$ cat src/hw/synth_prog_pkg.sv
// constants and types for the synthesizer serial programming port
// Functional notes
// - lock detect routable to status output pin
// - lock after 40 cycles error below 3ns, or below 10ns with threshold bit set
// - lock drops on new channel or error above 30ns
// - 24-bit shift register, rising serial clock
// - latch strobe rise commits word to register
// - three LSBs select destination register
// - codes 0..7 map registers in fixed order
// - frequency word: integer 23:15, fraction 14:3
// - modulus word field layout, bit 21 reserved
// - timer word count 13:5, select 4:3
// - marked fields held in shadow stage
// - shadows applied when frequency word written
// - next detector cycle loads divider, fast lock
// - output select field bits 6:3 picks source
package synth_prog_pkg;
   // ---------------------------------------------------------------
   // word layout
   // ---------------------------------------------------------------
   localparam int WORD_W = 24;
   localparam int SEL_W = 3;
   localparam int INT_MSB = 23;
   localparam int INT_LSB = 15;
   localparam int FRACTION_NUMERATOR_MSB = 14;
   localparam int FRACTION_NUMERATOR_LSB = 3;
   localparam int BOOST_BIT = 23;
   localparam int HALVE_BIT = 22;
   localparam int PRESC_BIT = 20;
   localparam int DOUBLER_BIT = 19;
   localparam int RCNT_MSB = 18;
   localparam int RCNT_LSB = 15;
   localparam int PHASE_MSB = 14;
   localparam int PHASE_LSB = 3;
   localparam int TMO_MSB = 13;
   localparam int TMO_LSB = 5;
   localparam int TSEL_MSB = 4;
   localparam int TSEL_LSB = 3;
   localparam int OSEL_MSB = 6;
   localparam int OSEL_LSB = 3;
   localparam int THR_BIT = 15;
   // ---------------------------------------------------------------
   // select codes and output sources
   // ---------------------------------------------------------------
   localparam logic [2:0] SEL_FREQ = 3'h0;
   localparam logic [2:0] SEL_MODREF = 3'h1;
   localparam logic [2:0] SEL_PHASE = 3'h2;
   localparam logic [2:0] SEL_FUNC = 3'h3;
   localparam logic [2:0] SEL_TIMER = 3'h4;
   localparam logic [2:0] SEL_PDOWN = 3'h5;
   localparam logic [2:0] SEL_OSEL = 3'h6;
   localparam logic [2:0] SEL_TEST = 3'h7;
   localparam logic [3:0] OSRC_LOW = 4'h0;
   localparam logic [3:0] OSRC_LOCK = 4'h6;
   localparam logic [3:0] OSRC_HIGH = 4'hf;
   localparam logic [23:0] WORD_RST = 24'h000000;
   // ---------------------------------------------------------------
   // lock detect timing, error measured in ns
   // ---------------------------------------------------------------
   localparam int LOCK_CYCLES = 40;
   localparam logic [7:0] ERR_TIGHT_NS = 8'h03;
   localparam logic [7:0] ERR_LOOSE_NS = 8'h0a;
   localparam logic [7:0] ERR_UNLOCK_NS = 8'h1e;
   // ---------------------------------------------------------------
   // applied divider settings
   // ---------------------------------------------------------------
   typedef struct packed {
      logic [8:0] int_value;
      logic [11:0] fraction_numerator;
      logic [11:0] fraction_modulus;
      logic [3:0] ref_count;
      logic pump_boost;
      logic ref_halve;
      logic doubler;
      logic [11:0] phase;
   } divider_cfg_t;
endpackage : synth_prog_pkg

$ cat src/hw/synth_serial_program_port.sv
// serial programming port, register bank and digital lock detect
`timescale 1ns/1ps
module synth_serial_program_port (
   input wire logic sys_clk, // 200 MHz system clock
   input wire logic rstn, // async reset, active low
   input wire logic clk_en, // freezes all state when low
   input wire logic serial_clk, // serial clock pin
   input wire logic serial_data, // serial data pin
   input wire logic latch_strobe, // latch strobe pin
   input wire logic phase_detector_clk, // detector reference pin
   input wire logic [7:0] phase_error_ns, // error per detector cycle
   output logic status_output_pin, // selected status signal
   output logic lock_detect, // digital lock indication
   output logic fast_lock, // one-cycle fast lock start pulse
   output synth_prog_pkg::divider_cfg_t divider_cfg, // applied settings
   output logic prescaler_sel, // prescaler choice
   output logic [8:0] timeout_count, // fast lock timer count
   output logic [1:0] timer_sel, // fast lock timer select
   output logic [4:0] powerdown_ctl, // power-down controls
   output logic [23:0] function_word // function register bits
);
   // ---------------------------------------------------------------
   // pin synchronisers
   // ---------------------------------------------------------------
   logic [3:0] s1_q, s2_q, s3_q;
   logic [3:0] s1_d, s2_d, s3_d;
   always_comb begin
      s1_d = {phase_detector_clk, latch_strobe, serial_data, serial_clk};
      s2_d = s1_q;
      s3_d = s2_q;
   end
   always_ff @(posedge sys_clk or negedge rstn) begin
      if (!rstn) begin
         s1_q <= 4'h0;
         s2_q <= 4'h0;
         s3_q <= 4'h0;
      end else if (clk_en) begin
         s1_q <= s1_d;
         s2_q <= s2_d;
         s3_q <= s3_d;
      end
   end
   logic sclk_rise, le_rise, pd_rise, sdata;
   assign sclk_rise = s2_q[0] & ~s3_q[0];
   assign sdata = s2_q[1];
   assign le_rise = s2_q[2] & ~s3_q[2];
   assign pd_rise = s2_q[3] & ~s3_q[3];

   // ---------------------------------------------------------------
   // shift register and register bank
   // ---------------------------------------------------------------
   logic [23:0] shift_q, shift_d;
   logic [23:0] bank_q [8];
   logic [23:0] bank_d [8];
   logic [2:0] sel;
   logic freq_written_q, freq_written_d;
   synth_prog_pkg::divider_cfg_t cfg_q, cfg_d;
   assign sel = shift_q[2:0];
   always_comb begin
      shift_d = shift_q;
      if (sclk_rise) begin
         shift_d = {shift_q[22:0], sdata};
      end
   end
   genvar g;
   generate
      for (g = 0; g < 8; g++) begin : g_bank
         always_comb begin
            bank_d[g] = bank_q[g];
            if (le_rise && sel == 3'(g)) begin
               bank_d[g] = shift_q;
            end
         end
         always_ff @(posedge sys_clk or negedge rstn) begin
            if (!rstn) begin
               bank_q[g] <= synth_prog_pkg::WORD_RST;
            end else if (clk_en) begin
               bank_q[g] <= bank_d[g];
            end
         end
      end
   endgenerate

   // ---------------------------------------------------------------
   // shadow transfer: a frequency write applies staged fields
   // ---------------------------------------------------------------
   logic [23:0] mw, pw, fq;
   logic freq_commit;
   // staged words are snapshotted at the frequency commit, so a modulus
   // or phase write before the next detector edge cannot leak in
   logic [23:0] mod_snap_q, mod_snap_d, ph_snap_q, ph_snap_d;
   assign freq_commit = le_rise && sel == synth_prog_pkg::SEL_FREQ;
   assign mw = bank_q[synth_prog_pkg::SEL_MODREF];
   assign pw = bank_q[synth_prog_pkg::SEL_PHASE];
   assign fq = bank_q[synth_prog_pkg::SEL_FREQ];
   always_comb begin
      freq_written_d = freq_written_q;
      cfg_d = cfg_q;
      mod_snap_d = mod_snap_q;
      ph_snap_d = ph_snap_q;
      if (freq_commit) begin
         freq_written_d = 1'b1;
         mod_snap_d = mw;
         ph_snap_d = pw;
      end else if (pd_rise && freq_written_q) begin
         // divider picks up new values on the next detector cycle
         freq_written_d = 1'b0;
         cfg_d.int_value =
            fq[synth_prog_pkg::INT_MSB:synth_prog_pkg::INT_LSB];
         cfg_d.fraction_numerator =
            fq[synth_prog_pkg::FRACTION_NUMERATOR_MSB:synth_prog_pkg::FRACTION_NUMERATOR_LSB];
         cfg_d.fraction_modulus =
            mod_snap_q[synth_prog_pkg::FRACTION_NUMERATOR_MSB:synth_prog_pkg::FRACTION_NUMERATOR_LSB];
         cfg_d.ref_count =
            mod_snap_q[synth_prog_pkg::RCNT_MSB:synth_prog_pkg::RCNT_LSB];
         cfg_d.pump_boost = mod_snap_q[synth_prog_pkg::BOOST_BIT];
         cfg_d.ref_halve = mod_snap_q[synth_prog_pkg::HALVE_BIT];
         cfg_d.doubler = mod_snap_q[synth_prog_pkg::DOUBLER_BIT];
         cfg_d.phase =
            ph_snap_q[synth_prog_pkg::PHASE_MSB:synth_prog_pkg::PHASE_LSB];
      end
   end
   logic fast_lock_d;
   // a commit in the same cycle wins, so the pulse waits with the load
   assign fast_lock_d = pd_rise && freq_written_q && !freq_commit;
   always_ff @(posedge sys_clk or negedge rstn) begin
      if (!rstn) begin
         shift_q <= synth_prog_pkg::WORD_RST;
         freq_written_q <= 1'b0;
         cfg_q <= '0;
         fast_lock <= 1'b0;
         mod_snap_q <= synth_prog_pkg::WORD_RST;
         ph_snap_q <= synth_prog_pkg::WORD_RST;
      end else if (clk_en) begin
         shift_q <= shift_d;
         freq_written_q <= freq_written_d;
         cfg_q <= cfg_d;
         fast_lock <= fast_lock_d;
         mod_snap_q <= mod_snap_d;
         ph_snap_q <= ph_snap_d;
      end
   end
   assign divider_cfg = cfg_q;
   assign prescaler_sel = mw[synth_prog_pkg::PRESC_BIT];
   assign timeout_count =
      bank_q[4][synth_prog_pkg::TMO_MSB:synth_prog_pkg::TMO_LSB];
   assign timer_sel =
      bank_q[4][synth_prog_pkg::TSEL_MSB:synth_prog_pkg::TSEL_LSB];
   assign powerdown_ctl = bank_q[5][7:3];
   assign function_word = bank_q[3];

   // ---------------------------------------------------------------
   // lock detect, evaluated once per detector cycle
   // ---------------------------------------------------------------
   logic [7:0] err_q, err_d;
   logic [5:0] good_q, good_d;
   logic lock_q, lock_d;
   logic [7:0] thr;
   logic [23:0] ow;
   assign ow = bank_q[synth_prog_pkg::SEL_OSEL];
   // raised threshold bit lets host loosen detection at low frequency
   assign thr = ow[synth_prog_pkg::THR_BIT] ?
      synth_prog_pkg::ERR_LOOSE_NS : synth_prog_pkg::ERR_TIGHT_NS;
   // each decision uses the error captured at the previous detector edge,
   // so a large error drops lock one detector cycle after it appears
   always_comb begin
      err_d = err_q;
      good_d = good_q;
      lock_d = lock_q;
      if (pd_rise) begin
         err_d = phase_error_ns;
      end
      if (freq_commit) begin
         good_d = 6'h00;
         lock_d = 1'b0;
      end else if (pd_rise) begin
         if (err_q > synth_prog_pkg::ERR_UNLOCK_NS) begin
            lock_d = 1'b0;
            good_d = 6'h00;
         end else if (err_q < thr) begin
            if (good_q != 6'(synth_prog_pkg::LOCK_CYCLES)) begin
               good_d = good_q + 6'h01;
            end
            if (good_q >= 6'(synth_prog_pkg::LOCK_CYCLES - 1)) begin
               lock_d = 1'b1;
            end
         end else begin
            good_d = 6'h00;
         end
      end
   end
   always_ff @(posedge sys_clk or negedge rstn) begin
      if (!rstn) begin
         err_q <= 8'hff;
         good_q <= 6'h00;
         lock_q <= 1'b0;
      end else if (clk_en) begin
         err_q <= err_d;
         good_q <= good_d;
         lock_q <= lock_d;
      end
   end
   assign lock_detect = lock_q;

   // ---------------------------------------------------------------
   // status output select
   // ---------------------------------------------------------------
   logic stat_d, stat_q;
   always_comb begin
      case (ow[synth_prog_pkg::OSEL_MSB:synth_prog_pkg::OSEL_LSB])
         synth_prog_pkg::OSRC_LOCK: stat_d = lock_q;
         synth_prog_pkg::OSRC_HIGH: stat_d = 1'b1;
         default: stat_d = 1'b0;
      endcase
   end
   always_ff @(posedge sys_clk or negedge rstn) begin
      if (!rstn) begin
         stat_q <= 1'b0;
      end else if (clk_en) begin
         stat_q <= stat_d;
      end
   end
   assign status_output_pin = stat_q;
endmodule : synth_serial_program_port

$ cat config.mk
export PLATFORM = sky130hd
export DESIGN_NAME = synth_serial_program_port
export DESIGN_NICKNAME = d
export VERILOG_FILES = /design/src/hw/synth_prog_pkg.sv /design/src/hw/synth_serial_program_port.sv
export SDC_FILE = /design/constraint.sdc
export NUM_CORES = 1
export LEC_CHECK = 0
export BUFFER_PORTS_ARGS = -buffer_cell sky130_fd_sc_hd__buf_2
export CORE_ASPECT_RATIO = 1.25
export CORE_MARGIN = 2
export CORE_UTILIZATION = 35
export DETAILED_ROUTE_END_ITERATION = 7
export GPL_ROUTABILITY_DRIVEN = 0
export GPL_TIMING_DRIVEN = 0
export PLACE_DENSITY = 0.51
export REMOVE_ABC_BUFFERS = 1
export SLEW_MARGIN = 0
export SYNTH_ARGS = -nofsm -noshare
export SYNTH_HDL_FRONTEND = slang
export SYNTH_SLANG_ARGS = --single-unit
$ cat constraint.sdc
create_clock -name sys_clk -period 2 [get_ports sys_clk]
set_input_delay 0.2 -clock sys_clk [delete_from_list [all_inputs] [get_ports sys_clk]]
set_output_delay 0.2 -clock sys_clk [all_outputs]
set_load 0.05 [all_outputs]
==> results of run 1 <==
==> routing by layer <==
| layer | wire, um | up-vias | track usage [%] |
|---|---|---|---|
| met1 | 8560 | 2682 | 18.3 |
| met4 | 316 | 0 | 3.41 |
| met3 | 881 | 28 | 2.27 |
| li1 | - | 2354 | - |
| met5 | 0 | - | 0 |
| met2 | 9780 | 108 | 23.3 |
==> worst max-delay path: stages, from the launching register on <==
cell and delay (ns):
dfrtp_2 0.41, or4b_4 0.57, o211ai_4 0.23, clkbuf_16 0.23, buf_16 0.16, mux2_4 0.31
==> per-stage QoR <==
stage	area, um^2	instances	TNS, ns	total power [uW]
5_1_grt	11600	1090	-1.88	13300
4_1_cts	11400	1088	-2.98	12800
6_report	11600	1090	-0.876	12700
3_5_place_dp	10000	1008	-76.00	7710
2_1_floorplan	8880	551	-51.71	7000
3_3_place_gp	9850	1001	-969.40	7590
==> layout by cell type (no fill, tap or decap), types with 4 or more instances in the layout <==
cell             n
dfrtp_1        224
clkbuf_16       28
mux2_2         160
clkbuf_8         5
buf_2          109
a22o_1           4
o21ai_0          7
buf_8            4
buf_12           4
dlygate4sd3_1   13
nand2_1         33
dfstp_2          8
nor2_1           4
nand3_1          6
buf_4           13
clkinv_2         8
buf_16           4
inv_1            7
mux2_4          52
==> cells in the mapped netlist, types with 4 or more instances <==
master    number
o21ai_0        7
buf_4         42
inv_1          7
clkbuf_1       8
mux2_2       212
nor2_1         4
nand3_1        7
dfrtp_1      226
buf_2          4
a22o_1         4
buf_6          5
dfstp_2        8
nand2_1       35
==> flip-flops by register name, indices dropped and copies added, names as in the netlist, 2 cells and up <==
signal and cells:
ph_snap_q 12, ow 5, fq 21, shift_q 24, timeout_count 9, pw 12
err_q 8, mod_snap_q 19, s2_q 4, good_q 6, timer_sel 2, s1_q 4
function_word 24, powerdown_ctl 5, divider_cfg 52, mw 20, s3_q 3
==> layout make-up <==
cell class,instances,area (um^2),share of cell area (%)
clock buffer,31,698,6.03
clock inverter,15,161,1.39
inverter,7,26.3,0.227
multi-input combinational,311,3280,28.3
sequential,234,5870,50.7
tap,340,425,3.67
timing repair buffer,152,1120,9.68
==> where the power goes <==
part | internal [uW] | switching, uW | total (uW)
registers | 5280 | 481 | 5760
logic | 907 | 1290 | 2190
clock network | 2860 | 1850 | 4710
total | 9050 | 3610 | 12700
==> kinds of logic (layout without fill, tap and decap cells) <==
family | Yosys count | after routing | synth area share (%)
AND/OR/NAND/NOR | 71 | 72 | 3.99
adder cells (fa/ha/maj) | 3 | 3 | 0.403
AO/OA/AOI/OAI | 24 | 24 | 2.03
flip-flops | 234 | 234 | 63.0
multiplexers | 212 | 212 | 25.7
buffers and inverters | 68 | 205 | 4.89
==> timing repair <==
item                                    CTS  global route
hold buffers                             13             0
resized for setup                        29            48
endpoints found under the hold margin   115             0
gates cloned                              3             2
endpoints found under the setup margin  175            78
setup buffers                            18             1
pin swaps                                 5             2
==> worst paths after layout <==
kind | end | slack, ns
max | divider_cfg[38]$_DFFE_PN0P_ | -0.05
min | s3_q[3]$_DFFE_PN0P_ | 0.17
max reg2reg | divider_cfg[38]$_DFFE_PN0P_ | -0.05
min reg2reg | err_q[5]$_DFFE_PN1P_ | 0.46
max in group asynchronous | status_output_pin$_DFFE_PN0P_ | 0.59
min in group asynchronous | divider_cfg[48]$_DFFE_PN0P_ | 0.31
==> results by group, run 1 <==
Floorplan
  • Top Ports: 111
  • Core footprint: 0.0261 mm^2
  • Starting Density: 35.7%
  • Die area: 0.0279 mm^2
  • Die W: 150 um
  • Die Y: 186 um
  • Num rows: 66

Setup path
  • Worst Path Required: 2.39 ns
  • Setup crit end kind: register
  • Worst r2r src: shift_q[0]$_DFFE_PN0P_
  • Worst-path maximum fanout: 10
  • Critical path launch point type: register
  • Critical path class: reg2reg
  • R2R cell count: 5
  • Crit. Startpoint: shift_q[0]$_DFFE_PN0P_
  • CP arrival: 2.44 ns

Clock tree
  • Clk slew on worst S/H paths: 0.06 ns
  • Worst-Skew Late Latency: 0.52 ns
  • TritonCTS clock tree: yes
  • Clock net sink count: 234
  • H-tree Lvls: 1
  • Root Buffer: clkbuf_16
  • CTS buffer count: 25
  • Longest Clk Path Bufs: 3

Run status
  • Failing checks: negative setup slack
  • Outcome: finished, violations left

Layout
  • Share of cells above drive strength 1: 56.7%
  • N_diodes: 0
  • Area growth, synth to finish: 24.4%
  • Final core occ: 44.4%
  • Final net count: 749
  • Fillers: 2375

Route
  • Routed wire length: 19.5 mm
  • Routed Antenna Nets: 0
  • Routed WL per cell: 17.9 um
  • Vias after detailed routing: 5172
  • DR DRC count: 0
  • DRT Pass-1 Iters: 4
  • DR vias/cell: 4.74
  • 1st-iter DRT viols: 197

Synthesis
  • Largest cells by area after synthesis: dfrtp_1 (61%), mux2_2 (26%), buf_4 (3.4%)
  • Main synth FF type: dfrtp_1
  • Synth Instances: 612
  • Yosys reg bits: 234
  • Post-synth EDFFs: 0
  • Sequential area share after synthesis: 63.0%
  • Synth warn: 0
  • Netlist Area Pre-Place: 0.00931 mm^2
  • Yosys cell types: 40
  • Share of flip-flops with an asynchronous set or reset: 100%
  • Syn_area_per_cell: 15.2 um^2
  • Synth top area share: 60.8%
  • Largest area contributor in the netlist: dfrtp_1

Global route
  • Overall Global Routing Usage: 13.7%
  • Grt ovf: 0
  • Largest net degree at the start of global routing: 124
  • Initial antenna violation count: 0
  • First-pass GRT wire length: 30.3 mm
  • Vias in the first global route: 5398

Timing
  • RSZ-0062 raised after global routing: true
  • Final hold vios: 0
  • Rel. slew slack: 43.5%
  • Worst setup margin: -0.0510 ns
  • F_max: 0.488 GHz
  • Final worst path period need: 2.05 ns
  • Final period utilization: 103%
  • Slew Viols, Final: 0
  • Clk_skew: 0.0238 ns
  • Slew @ Worst Pin: 0.847 ns
  • Setup violators final: 26
  • Hold slack final: 0.170 ns

Power
  • Leakage power: 0.00616 uW
  • Worst IR Drop VDD: 655 uV
  • Power Dens Cells: 1090 mW/mm^2

Place
  • Final HPWL DP: 11.6 mm
  • Place WS: -0.730 ns
  • I/O Buffers: 110

Min path
  • Hold Path Origin: clk_en
  • HP Class: in2reg
  • Hold Path Depth: 2

Run
  • Max_cap viols: 0
Power figures use the tool's default switching activity.
==> inputs of run 2 (changes only) <==
Settings changed: ABC_AREA from default to 1.
==> run 2 against run 1 <==
  * The run still ends with negative setup slack left
  * First-iteration DRC count up 58%
  * Register-to-register slack gained 0.03 ns
  * Total power rose by 10%
  * Clock skew fell by 0.00094 ns
  * Largest power group unchanged
  * Clock power increased by 4.7%
  * Cell count is 29% higher
==> results by group, run 2 <==
Run status
  • Outcome: finished, violations left
  • Failing checks: negative setup slack

Layout
  • N_diodes: 0
  • Area growth, synth to finish: 17.9%
  • Most common cell after layout, fill and taps aside: nand2_1
  • Fillers: 2701
  • FF/Latch Area: 0.00587 mm^2
  • Post-Layout Cell Count: 1411
  • Share of cells above drive strength 1: 21.8%
  • Multi-input gate area: 0.00271 mm^2
  • Commonest cells after routing, fill and taps aside: nand2_1 (272), dfrtp_1 (224), o21ai_1 (129)
  • Max FFs per register: 52
  • Final net count: 1064

Run
  • Max_cap viols: 0

Place
  • Placed instance count: 1342
  • I/O Buffers: 110
  • Final HPWL DP: 11.5 mm
  • Place WS: -0.845 ns

Global route
  • Vias in the first global route: 6270
  • First-pass GRT wire length: 34.5 mm
  • Grt ovf: 0
  • Largest net degree at the start of global routing: 115
  • Initial antenna violation count: 0
  • Overall Global Routing Usage: 15.4%

Floorplan
  • Die W: 151 um
  • Core footprint: 0.0267 mm^2
  • Die Y: 188 um
  • Top Ports: 111
  • Num rows: 67
  • Die area: 0.0283 mm^2
  • Starting Density: 35.4%

Power
  • Flop pwr share: 41.8%
  • Leakage power: 0.00522 uW
  • Worst IR Drop VDD: 661 uV
  • Switch Pwr: 4750 uW
  • Switching share of power: 34.0%
  • Part of the power in combinational logic: 22.8%
  • Total power: 13900 uW
  • Power Dens Cells: 1250 mW/mm^2
  • Power Internal: 9200 uW
  • Clock share of power: 35.4%

Setup path
  • Worst-path maximum fanout: 22
  • CP arrival: 2.40 ns
  • Critical path class: reg2reg
  • Setup crit end kind: register
  • CP bufs+invs: 1
  • Reg2Reg Setup Slack: -0.02 ns
  • Slowest CP cell: nand3_4
  • Worst Path Required: 2.38 ns
  • Max incr delay on CP: 0.51 ns
  • CP cell instances: nor2_4, inv_2, nor3_4, nand3_4, nand2_2, o21ai_2
  • CP delay by family, top: simple AND/OR/NAND/NOR gates
  • Critical path launch point type: register

Synthesis
  • Synth Instances: 967
  • Yosys reg bits: 234
  • Largest area contributor in the netlist: dfrtp_1
  • Netlist Area Pre-Place: 0.00943 mm^2
  • Most frequent cell after synthesis: nand2_1
  • Largest cells by area after synthesis: dfrtp_1 (60%), nand2_1 (11%), o21ai_1 (6.8%)
  • Synth warn: 0
  • Most frequent cells after synthesis: nand2_1 (274), dfrtp_1 (226), o21ai_1 (129)
  • Sequential area share after synthesis: 62.2%
  • Synth top area share: 60.0%
  • Syn_area_per_cell: 9.75 um^2
  • Post-synth EDFFs: 0
  • Main synth FF type: dfrtp_1
  • Yosys cell types: 33
  • Share of flip-flops with an asynchronous set or reset: 100%

Timing
  • Rel. slew slack: 41.2%
  • Setup violators final: 4
  • RSZ-0062 raised after global routing: true
  • Slew @ Worst Pin: 0.880 ns
  • Clk_skew: 0.0228 ns
  • Final hold vios: 0
  • Hold slack final: 0.106 ns
  • Slew Viols, Final: 0
  • Final worst path period need: 2.02 ns
  • Worst setup margin: -0.0211 ns
  • F_max: 0.495 GHz
  • Final period utilization: 101%

Route
  • Routed Antenna Nets: 0
  • DR vias/cell: 4.50
  • Highest routed layer: met4
  • Met3 wire length: 845 um
  • Met1 wire length: 9.87 mm
  • 1st-iter DRT viols: 311
  • DR DRC count: 0
  • DRT Pass-1 Iters: 4
  • Vias after detailed routing: 6349
  • Routed met2 length: 10.3 mm
  • Routed wire length: 21.2 mm
  • Routed WL per cell: 15.1 um

Clock tree
  • Clock net sink count: 234
  • Clk slew on worst S/H paths: 0.06 ns
  • Root Buffer: clkbuf_16
  • CTS buffer count: 26
  • TritonCTS clock tree: yes
  • H-tree Lvls: 1
  • Longest Clk Path Bufs: 3
  • Worst-Skew Late Latency: 0.52 ns

Min path
  • HP Class: in2async
## run 2: cell types whose count changed in the layout (fill, tap and decap cells not counted), sizes merged, moves of 3 or more
cell    delta
clkbuf     +6
a22o       -4
inv       +95
mux2     -212
o31ai      -3
nand3     +14
clkinv     -3
o21ai    +205
nor3       +3
nor2b      -3
nor2       +4
nand4      +4
nand2    +252
buf       -20
## run 2: cells by family after synthesis
group,count (synthesis),share of synthesized area [%]
xor gates and xnor gates,2,0.186
AOI/OAI and AO/OA,215,12.4
adders and majority gates,3,0.398
DFF,234,62.2
and+or+nand+nor,327,14.7
buffers and inverters,186,10.1
## run 2: path summary, 6_finish.rpt
path,start,end,depth (start not counted)
max,s3_q[2]$_DFFE_PN0P_,function_word[10]$_DFFE_PN0P_,6
min,rstn,divider_cfg[48]$_DFFE_PN0P_,2
max reg2reg,s3_q[2]$_DFFE_PN0P_,function_word[10]$_DFFE_PN0P_,6
min reg2reg,function_word[1]$_DFFE_PN0P_,function_word[1]$_DFFE_PN0P_,2
max in group asynchronous,rstn,pw[7]$_DFFE_PN0P_,3
min in group sys_clk,clk_en,s1_q[0]$_DFFE_PN0P_,3
## run 2: power by group through the flow
stage | registers, uW | clock network (uW) | logic, uW
floorplan | 7110 | 0 | 942
detailed placement | 5890 | 0 | 3090
CTS | 5840 | 5090 | 3190
finish | 5830 | 4930 | 3180
global route | 5920 | 5310 | 3480
global placement | 5870 | 0 | 3040
## run 2: timing repair
item                                    in CTS  in global routing
hold buffers                                13                  0
pin swaps                                    4                  2
buffers inserted                             1                  2
resized for setup                            8                  2
endpoints found under the setup margin      87                 89
gates cloned                                 4                  1
hold endpoints to repair                   238                  0
## run 2: worst reg2reg max path, stage by stage (launching register included)
cell,delay [ns]
dfrtp_1,0.40
nor2_4,0.26
inv_2,0.10
nor3_4,0.33
nand3_4,0.51
nand2_2,0.20
o21ai_2,0.06
## run 2: metrics by stage
stage               area [um^2]  TNS [ns]  utilization, %
floorplan                  8870    -14.69               -
detailed placement         9960    -44.40            37.3
global route              11100     -3.88            41.7
finish                    11100   -0.0537            41.7
global placement           9850   -968.55            36.9
CTS                       11100    -0.113            41.5
## run 2: area by class of cell
cell class	count	area share (%)
sequential	234	52.7
multi-input combinational	552	24.3
clock buffer	40	7.32
timing repair buffer	129	7.26
tap	345	3.88
inverter	103	3.59
clock inverter	8	0.866
## run 2: metal layers
metal,vias to the layer above,track usage (%)
met2,105,25.6
li1,3201,-
met3,19,2.48
met5,-,0
met4,0,3.20
met1,3024,21.4
